File: config.mk
export PLATFORM = sky130hd
export DESIGN_NAME = ppc_top
export DESIGN_NICKNAME = d
export VERILOG_FILES = /design/src/design/ppc_pkg.sv /design/src/design/ppc_top.sv
export SDC_FILE = /design/constraint.sdc
export NUM_CORES = 1
export LEC_CHECK = 0
export BUFFER_PORTS_ARGS = -buffer_cell sky130_fd_sc_hd__buf_4
export CAP_MARGIN = 15
export CORE_ASPECT_RATIO = 1.5
export CORE_MARGIN = 2
export CORE_UTILIZATION = 35
export CTS_BUF_LIST = sky130_fd_sc_hd__clkbuf_4 sky130_fd_sc_hd__clkbuf_8
export DETAILED_ROUTE_END_ITERATION = 8
export GPL_ROUTABILITY_DRIVEN = 1
export PLACE_DENSITY = 0.68
export SETUP_SLACK_MARGIN = 0.3
export SLEW_MARGIN = 40
export SYNTH_ARGS = -nofsm -noshare
export SYNTH_HDL_FRONTEND = slang
export SYNTH_SLANG_ARGS = --single-unit
export TNS_END_PERCENT = 20
File: constraint.sdc
create_clock -name pclk -period 3.2 [get_ports pclk]
set_input_delay 0 -clock pclk [delete_from_list [all_inputs] [get_ports pclk]]
set_output_delay 0 -clock pclk [all_outputs]
set_load 0.005 [all_outputs]
File: src/design/ppc_pkg.sv
// ppc_pkg: constants and carrier types for the port phy control register bank
// assumes: one clock domain, APB with 32-bit data
package ppc_pkg;

    localparam int unsigned        ADDR_W             = 12;
    localparam int unsigned        DATA_W             = 32;
    localparam int unsigned        REG_W              = 16;

    // register index 0x2 is not a multiple of four: byte address is four times index
    localparam logic [ADDR_W-1:0]  CTRL_FOUR_IDX      = 12'h0002;
    localparam logic [ADDR_W-1:0]  CTRL_FOUR_ADDR     = 12'h0008;
    // second view of the same storage (alias bank)
    localparam logic [ADDR_W-1:0]  ALIAS_CTRL_ADDR    = 12'h0010;
    localparam logic [ADDR_W-1:0]  ALIAS_ADV_ADDR     = 12'h0014;
    // read-only status view of the resolved link settings
    localparam logic [ADDR_W-1:0]  LINK_STAT_ADDR     = 12'h0018;

    localparam logic [REG_W-1:0]   CTRL_FOUR_RESET    = 16'h009F;
    // bits 12 and 8 are reserved in the control view
    localparam logic [REG_W-1:0]   CTRL_FOUR_WMASK    = 16'hEEFF;

    localparam int unsigned        BIT_LAMP_OFF       = 15;
    localparam int unsigned        BIT_TX_DIS         = 14;
    localparam int unsigned        BIT_RENEG          = 13;
    localparam int unsigned        BIT_PWR_DOWN       = 11;
    localparam int unsigned        BIT_XOVER_DIS      = 10;
    localparam int unsigned        BIT_FORCE_MDIX     = 9;
    localparam int unsigned        BIT_AN_EN          = 7;
    localparam int unsigned        BIT_FORCE_100      = 6;
    localparam int unsigned        BIT_FORCE_FULL     = 5;
    localparam int unsigned        BIT_ADV_PAUSE      = 4;
    localparam int unsigned        BIT_ADV_100F       = 3;
    localparam int unsigned        BIT_ADV_100H       = 2;
    localparam int unsigned        BIT_ADV_10F        = 1;
    localparam int unsigned        BIT_ADV_10H        = 0;

    // alias control view: bit positions
    localparam int unsigned        AL_LAMP_OFF        = 0;
    localparam int unsigned        AL_TX_DIS          = 1;
    localparam int unsigned        AL_RSVD            = 2;
    localparam int unsigned        AL_XOVER_DIS       = 3;
    localparam int unsigned        AL_FORCE_MDIX      = 4;
    localparam int unsigned        AL_FORCE_FULL      = 8;
    localparam int unsigned        AL_RENEG           = 9;
    localparam int unsigned        AL_PWR_DOWN        = 11;
    localparam int unsigned        AL_AN_EN           = 12;
    localparam int unsigned        AL_FORCE_100       = 13;
    // alias advertisement view: bits 10,8,7,6,5
    localparam int unsigned        AL_ADV_PAUSE       = 10;
    localparam int unsigned        AL_ADV_100F        = 8;
    localparam int unsigned        AL_ADV_100H        = 7;
    localparam int unsigned        AL_ADV_10F         = 6;
    localparam int unsigned        AL_ADV_10H         = 5;

    localparam int unsigned        LAMP_N             = 4;

    typedef struct packed {
        logic        tx_disable;
        logic        power_down;
        logic        xover_auto;
        logic        force_mdix;
        logic        an_enable;
        logic        speed_100;
        logic        full_duplex;
        logic [4:0]  advert;
    } ppc_phy_ctl_type;

endpackage

File: src/design/ppc_top.sv
// ppc_top: port phy control register with APB slave, lamp gating and phy controls
// assumes: APB master on pclk, phy core consumes ppc_phy_ctl_type, lamps active low
//
// The APB slave port was decided locally.
`timescale 1ns/1ps
`default_nettype none

module ppc_top (
    input  wire logic                           pclk,
    input  wire logic                           presetn,
    input  wire logic                           psel,
    input  wire logic                           penable,
    input  wire logic                           pwrite,
    input  wire logic [ppc_pkg::ADDR_W-1:0]     paddr,
    input  wire logic [ppc_pkg::DATA_W-1:0]     pwdata,
    input  wire logic [3:0]                     pstrb,
    output logic      [ppc_pkg::DATA_W-1:0]     prdata,
    output logic                                pready,
    output logic                                pslverr,
    input  wire logic [ppc_pkg::LAMP_N-1:0]     lamp_in_n,
    input  wire logic                           an_failed,
    input  wire logic                           an_done,
    output logic      [ppc_pkg::LAMP_N-1:0]     port_lamp_n,
    output ppc_pkg::ppc_phy_ctl_type            phy_ctl,
    output logic                                an_restart
);
    import ppc_pkg::*;

    // ------------------------------------------------------------
    // storage and bus decode
    // ------------------------------------------------------------
    logic [REG_W-1:0]      ctrl_r;
    logic [REG_W-1:0]      ctrl_nxt;
    logic                  rsvd12_r;
    logic [LAMP_N-1:0]     lamp_s1_r;
    logic [LAMP_N-1:0]     lamp_s2_r;
    logic [1:0]            fail_sync_r;
    logic [1:0]            done_sync_r;
    logic                  access;
    logic                  wr_main;
    logic                  wr_al_ctl;
    logic                  wr_al_adv;
    logic                  wr_low;
    logic                  wr_high;
    logic [REG_W-1:0]      al_ctl_view;
    logic [REG_W-1:0]      al_adv_view;
    logic [REG_W-1:0]      link_view;
    logic                  mapped;
    logic [DATA_W-1:0]     rd_data;
    ppc_phy_ctl_type       ctl_nxt;

    function automatic logic addr_hit(input logic [ADDR_W-1:0] a, input logic [ADDR_W-1:0] b);
        return a == b;
    endfunction

    assign access    = psel && penable && pready;
    assign wr_low    = pstrb[0];
    assign wr_high   = pstrb[1];
    assign wr_main   = access && pwrite && addr_hit(paddr, CTRL_FOUR_ADDR);
    assign wr_al_ctl = access && pwrite && addr_hit(paddr, ALIAS_CTRL_ADDR);
    assign wr_al_adv = access && pwrite && addr_hit(paddr, ALIAS_ADV_ADDR);

    always_comb begin
        al_ctl_view                = '0;
        al_ctl_view[AL_LAMP_OFF]   = ctrl_r[BIT_LAMP_OFF];
        al_ctl_view[AL_TX_DIS]     = ctrl_r[BIT_TX_DIS];
        al_ctl_view[AL_RSVD]       = rsvd12_r;
        al_ctl_view[AL_XOVER_DIS]  = ctrl_r[BIT_XOVER_DIS];
        al_ctl_view[AL_FORCE_MDIX] = ctrl_r[BIT_FORCE_MDIX];
        al_ctl_view[AL_FORCE_FULL] = ctrl_r[BIT_FORCE_FULL];
        al_ctl_view[AL_RENEG]      = ctrl_r[BIT_RENEG];
        al_ctl_view[AL_PWR_DOWN]   = ctrl_r[BIT_PWR_DOWN];
        al_ctl_view[AL_AN_EN]      = ctrl_r[BIT_AN_EN];
        al_ctl_view[AL_FORCE_100]  = ctrl_r[BIT_FORCE_100];
        al_adv_view                = '0;
        al_adv_view[AL_ADV_PAUSE]  = ctrl_r[BIT_ADV_PAUSE];
        al_adv_view[AL_ADV_100F]   = ctrl_r[BIT_ADV_100F];
        al_adv_view[AL_ADV_100H]   = ctrl_r[BIT_ADV_100H];
        al_adv_view[AL_ADV_10F]    = ctrl_r[BIT_ADV_10F];
        al_adv_view[AL_ADV_10H]    = ctrl_r[BIT_ADV_10H];
        link_view                  = '0;
        link_view[BIT_FORCE_100]   = ctl_nxt.speed_100;
        link_view[BIT_FORCE_FULL]  = ctl_nxt.full_duplex;
        link_view[1]               = done_sync_r[1];
        link_view[0]               = fail_sync_r[1];
    end

    // one storage, writes from the main, alias control or alias advertisement view
    always_comb begin
        ctrl_nxt = ctrl_r;
        if (wr_main) begin
            if (wr_low) begin
                ctrl_nxt[7:0] = pwdata[7:0] & CTRL_FOUR_WMASK[7:0];
            end
            if (wr_high) begin
                ctrl_nxt[15:8] = pwdata[15:8] & CTRL_FOUR_WMASK[15:8];
            end
        end else if (wr_al_ctl) begin
            if (wr_low) begin
                ctrl_nxt[BIT_LAMP_OFF]   = pwdata[AL_LAMP_OFF];
                ctrl_nxt[BIT_TX_DIS]     = pwdata[AL_TX_DIS];
                ctrl_nxt[BIT_XOVER_DIS]  = pwdata[AL_XOVER_DIS];
                ctrl_nxt[BIT_FORCE_MDIX] = pwdata[AL_FORCE_MDIX];
            end
            if (wr_high) begin
                ctrl_nxt[BIT_FORCE_FULL] = pwdata[AL_FORCE_FULL];
                ctrl_nxt[BIT_RENEG]      = pwdata[AL_RENEG];
                ctrl_nxt[BIT_PWR_DOWN]   = pwdata[AL_PWR_DOWN];
                ctrl_nxt[BIT_AN_EN]      = pwdata[AL_AN_EN];
                ctrl_nxt[BIT_FORCE_100]  = pwdata[AL_FORCE_100];
            end
        end else if (wr_al_adv) begin
            if (wr_low) begin
                ctrl_nxt[BIT_ADV_100H] = pwdata[AL_ADV_100H];
                ctrl_nxt[BIT_ADV_10F]  = pwdata[AL_ADV_10F];
                ctrl_nxt[BIT_ADV_10H]  = pwdata[AL_ADV_10H];
            end
            if (wr_high) begin
                ctrl_nxt[BIT_ADV_PAUSE] = pwdata[AL_ADV_PAUSE];
                ctrl_nxt[BIT_ADV_100F]  = pwdata[AL_ADV_100F];
            end
        end
    end

    always_ff @(posedge pclk or negedge presetn) begin
        if (!presetn) begin
            ctrl_r <= CTRL_FOUR_RESET;
        end else begin
            ctrl_r <= ctrl_nxt;
        end
    end

    // reserved bit held only in the alias view
    always_ff @(posedge pclk or negedge presetn) begin
        if (!presetn) begin
            rsvd12_r <= 1'b0;
        end else if (wr_al_ctl && wr_low) begin
            rsvd12_r <= pwdata[AL_RSVD];
        end
    end

    // ------------------------------------------------------------
    // APB read path and response
    // ------------------------------------------------------------
    always_comb begin
        rd_data = '0;
        mapped  = 1'b1;
        if (addr_hit(paddr, CTRL_FOUR_ADDR)) begin
            rd_data[REG_W-1:0] = ctrl_r;
        end else if (addr_hit(paddr, ALIAS_CTRL_ADDR)) begin
            rd_data[REG_W-1:0] = al_ctl_view;
        end else if (addr_hit(paddr, ALIAS_ADV_ADDR)) begin
            rd_data[REG_W-1:0] = al_adv_view;
        end else if (addr_hit(paddr, LINK_STAT_ADDR)) begin
            rd_data[REG_W-1:0] = link_view;
        end else begin
            mapped = 1'b0;
        end
    end

    // ready in the first cycle of the access phase
    always_ff @(posedge pclk or negedge presetn) begin
        if (!presetn) begin
            pready  <= 1'b0;
            pslverr <= 1'b0;
            prdata  <= '0;
        end else if (psel && !penable) begin
            pready  <= 1'b1;
            pslverr <= !mapped;
            prdata  <= pwrite ? '0 : rd_data;
        end else begin
            pready  <= 1'b0;
            pslverr <= 1'b0;
            prdata  <= '0;
        end
    end

    // ------------------------------------------------------------
    // synchronisers
    // ------------------------------------------------------------
    always_ff @(posedge pclk or negedge presetn) begin
        if (!presetn) begin
            lamp_s1_r   <= '1;
            lamp_s2_r   <= '1;
            fail_sync_r <= '0;
            done_sync_r <= '0;
        end else begin
            lamp_s1_r   <= lamp_in_n;
            lamp_s2_r   <= lamp_s1_r;
            fail_sync_r <= {fail_sync_r[0], an_failed};
            done_sync_r <= {done_sync_r[0], an_done};
        end
    end

    // ------------------------------------------------------------
    // phy controls
    // ------------------------------------------------------------
    always_comb begin
        ctl_nxt.tx_disable  = ctrl_r[BIT_TX_DIS];
        ctl_nxt.power_down  = ctrl_r[BIT_PWR_DOWN];
        ctl_nxt.xover_auto  = !ctrl_r[BIT_XOVER_DIS];
        ctl_nxt.force_mdix  = ctrl_r[BIT_XOVER_DIS] && ctrl_r[BIT_FORCE_MDIX];
        ctl_nxt.an_enable   = ctrl_r[BIT_AN_EN];
        ctl_nxt.speed_100   = ctrl_r[BIT_FORCE_100];
        ctl_nxt.full_duplex = ctrl_r[BIT_FORCE_FULL];
        ctl_nxt.advert      = ctrl_r[BIT_ADV_PAUSE:BIT_ADV_10H];
    end

    always_ff @(posedge pclk or negedge presetn) begin
        if (!presetn) begin
            phy_ctl <= '{default: 1'b0, xover_auto: 1'b1, an_enable: 1'b1,
                         advert: CTRL_FOUR_RESET[BIT_ADV_PAUSE:BIT_ADV_10H]};
        end else begin
            phy_ctl <= ctl_nxt;
        end
    end

    always_ff @(posedge pclk or negedge presetn) begin
        if (!presetn) begin
            an_restart <= 1'b0;
        end else begin
            an_restart <= (wr_main && wr_high && pwdata[BIT_RENEG])
                       || (wr_al_ctl && wr_high && pwdata[AL_RENEG]);
        end
    end

    always_ff @(posedge pclk or negedge presetn) begin
        if (!presetn) begin
            port_lamp_n <= '1;
        end else begin
            port_lamp_n <= ctrl_r[BIT_LAMP_OFF] ? '1 : lamp_s2_r;
        end
    end
endmodule

`default_nettype wire

==> out/metrics.yaml <==
worst_setup_path:
  path_common_cell: "dlygate4sd3_1"
  worstSetupStartpointType: "primary input"
  end_kind: "flip-flop"
  path_cells: "dlygate4sd3_1 -> buf_4 -> nor2b_1 -> and4_1 -> a22oi_1 -> nor2_1 -> dlygate4sd3_1"
  required_ns: 3.48
  crit_slowest_cell: "and4_1"
  critical_path_peak_fanout: 11
  cpPeakStageDelay_ns: 0.61
  crit_type: "in -> reg"
  cp_data_arrival_time_ns: 2.64
place:
  preCtsSetupSlack_ns: 1.10
  portBuffers: 75
  globalplace.congestion: 0.871
  dp_hpwl_microns: 4840
  post_dp_cell_area_sq_mm: 0.00331
cts:
  cts_setup_buffers: 0
  root_buffer: "clkbuf_8"
  cts.path.max_buffers: 2
  cts_sinks: 62
  cts_hold_buf: 25
  tritoncts: "built"
  clkLatencyLatePin_ns: 0.33
  htreeDepth: 3
  cts_buffers: 9
  clk_pin_slew_worst_paths_ns: 0.07
  cts-resized-gates: 0
flow_run:
  cap_violations: 0
route:
  first_pass_iters: 4
  drc: 0
  vias_per_cell: 4.90
  final_antenna_net_count: 0
  post_drt_wl_per_cell_microns: 15.4
  vias: 2147
  drtIter0Drc: 175
  routed_wl_microns: 6740
timing:
  slew_headroom_pct: 51.6
  max_slew.worst_pin.slew_ns: 0.720
  fmax_mhz: 424
  fin_ws_ns: 0.839
  hold_viol: 0
  rsz0062_at_grt: "no"
  skew_ns: 0.00536
  post-route-min-period_ns: 2.36
  slew_violations: 0
  period_share_pct: 73.8
  fin_setup_tns_ns: 0
  setup_viol: 0
global_routing:
  grt.total_usage_pct: 16.0
  overflow: 0
  grt_pass1_wl_microns: 10600
  grt_pass1_vias: 2075
  antenna_found_initial: 0
  grt_max_degree: 63
synth:
  ys.flop_type: "dfrtp_1"
  synthTopCellsByArea: "dfrtp_1, dfstp_2, buf_4"
  yosys.area.top_type_share_pct: 33.9
  synth.distinct_cells: 46
  ys.warnings.count: 0
  yosys.area.top_type: "dfrtp_1"
  synth_seq_cells: 62
  synth_enable_flop_cells: 0
  synthCells: 228
  syn_avg_cell_area_sq_um: 12.0
  mappedNetlistArea_sq_mm: 0.00274
  async_reset_ff_share_pct: 100
  seq_area_frac_synth_pct: 57.9
power:
  power_per_cell_area_mw_per_mm2: 409
  ir_drop_mv: 0.158
  pwr-share-comb_pct: 9.1
  p_leak_nw: 1.70
  power_frac_clock_pct: 38.6
  seq_power_share_pct: 52.3
  switching_power_uw: 372
  intPower_mw: 1.17
  switching_share_pct: 24.1
cells_and_area:
  layout-drive-gt1-share_pct: 43.8
  final_cell_mix: "buf_4, dfrtp_1, dfstp_2, dlygate4sd3_1, a21oi_1"
  fin_util_pct: 49.5
  n_antenna_cell: 0
  final_common_cell: "buf_4"
  multiInputGateArea_sq_mm: 0.00103
  finalNetCount: 390
  fillers: 721
  fin_area_sq_mm: 0.00377
  areaGrowthSynthToFinish_pct: 37.7
  regArea_sq_mm: 0.00158
floorplanning:
  die_area_sq_mm: 0.00855
  start_util_pct: 35.9
  rows: 39
  coreArea_sq_mm: 0.00761
  die_y_microns: 112
  ios: 110
  chipWidth_microns: 76.2
hold_path:
  worst_hold_path_type: "in -> reg"
status:
  status: "finished, final reports clean"
-- metrics by stage --
step	hold WS (ns)	total power, mW	std cells
finish	0.0216	1.54	438
global route	0.0410	1.61	438
CTS	0.00620	1.55	436
detailed placement	0.109	0.935	395
global placement	0.102	0.933	395
floorplan	-0.296	0.875	243
-- Yosys cell counts (4+ instances only) --
library cell	instances
a32oi_1	4
buf_4	17
nor2_1	11
a22oi_1	6
nor2_2	4
or2_2	5
or3_1	5
a21oi_1	24
dfrtp_1	37
nand3_1	8
dfstp_2	25
a311oi_1	4
o21ai_0	9
clkbuf_1	4
nor3_1	4
nand2_1	4
mux2_2	7
nand4b_1	4
-- state kept, by name, summed over array words and instances (netlist names) --
name / flops
phy_ctl: 12
prdata: 16
ctrl_r: 14
done_sync_r: 2
lamp_s2_r: 4
pslverr: 1
port_lamp_n: 4
lamp_s1_r: 4
an_restart: 1
rsvd12_r: 1
fail_sync_r: 2
pready: 1
-- layer usage --
metal,up-vias,GRT usage (%),part of all wire (%)
met1,1034,19.1,40
met3,12,3.38,5.2
met4,0,8.12,2.8
met5,-,0,0
li1,1012,-,-
met2,89,27.4,52
-- logic make-up (layout without fill, tap and decap cells) --
logic type	Yosys count	in the layout	share of synthesized area (%)
compound gates	62	62	15.3
buf+inv	27	120	6.63
flops	62	62	57.9
mux	7	7	2.88
other cells	1	16	0.137
simple gates	69	69	17.2
-- worst max-delay path, delay by kind of cell --
family                 cells  cell delay, ns
AOI/OAI and AO/OA          1            0.13
buffers and inverters      3            1.23
and+or+nand+nor            3            1.27
-- worst paths after layout --
kind                                           from                        to  slack, ns  cells after the start
min                                        paddr[3]       prdata[5]$_DFF_PN0_       0.02                      3
max reg2reg                        pready$_DFF_PN0_     ctrl_r[6]$_DFFE_PN0P_       0.92                      5
max in group asynchronous                   presetn    lamp_s2_r[2]$_DFF_PN1_       2.55                      3
max                                        paddr[4]      an_restart$_DFF_PN0_       0.84                      7
min reg2reg                done_sync_r[0]$_DFF_PN0_  done_sync_r[1]$_DFF_PN0_       0.35                      0
min in group asynchronous                   presetn      phy_ctl[5]$_DFF_PN0_       0.08                      2
-- cell type report --
type / instances / share of cell area, %
repair buffers: 102 / 22.3
clock buffers: 10 / 3.65
clock inverters: 6 / 0.997
flip-flops and latches: 62 / 42.0
well taps: 102 / 3.39
multi-input cells: 154 / 27.4
inverters: 2 / 0.199
-- power by group through the flow --
stage               registers (mW)  clock network, mW  logic, mW
floorplan                    0.819                  0     0.0565
global placement             0.818                  0      0.115
detailed placement           0.819                  0      0.116
CTS                          0.806              0.611      0.137
global route                 0.806              0.654      0.153
finish                       0.806              0.595      0.140
Power figures use the tool's default switching activity.
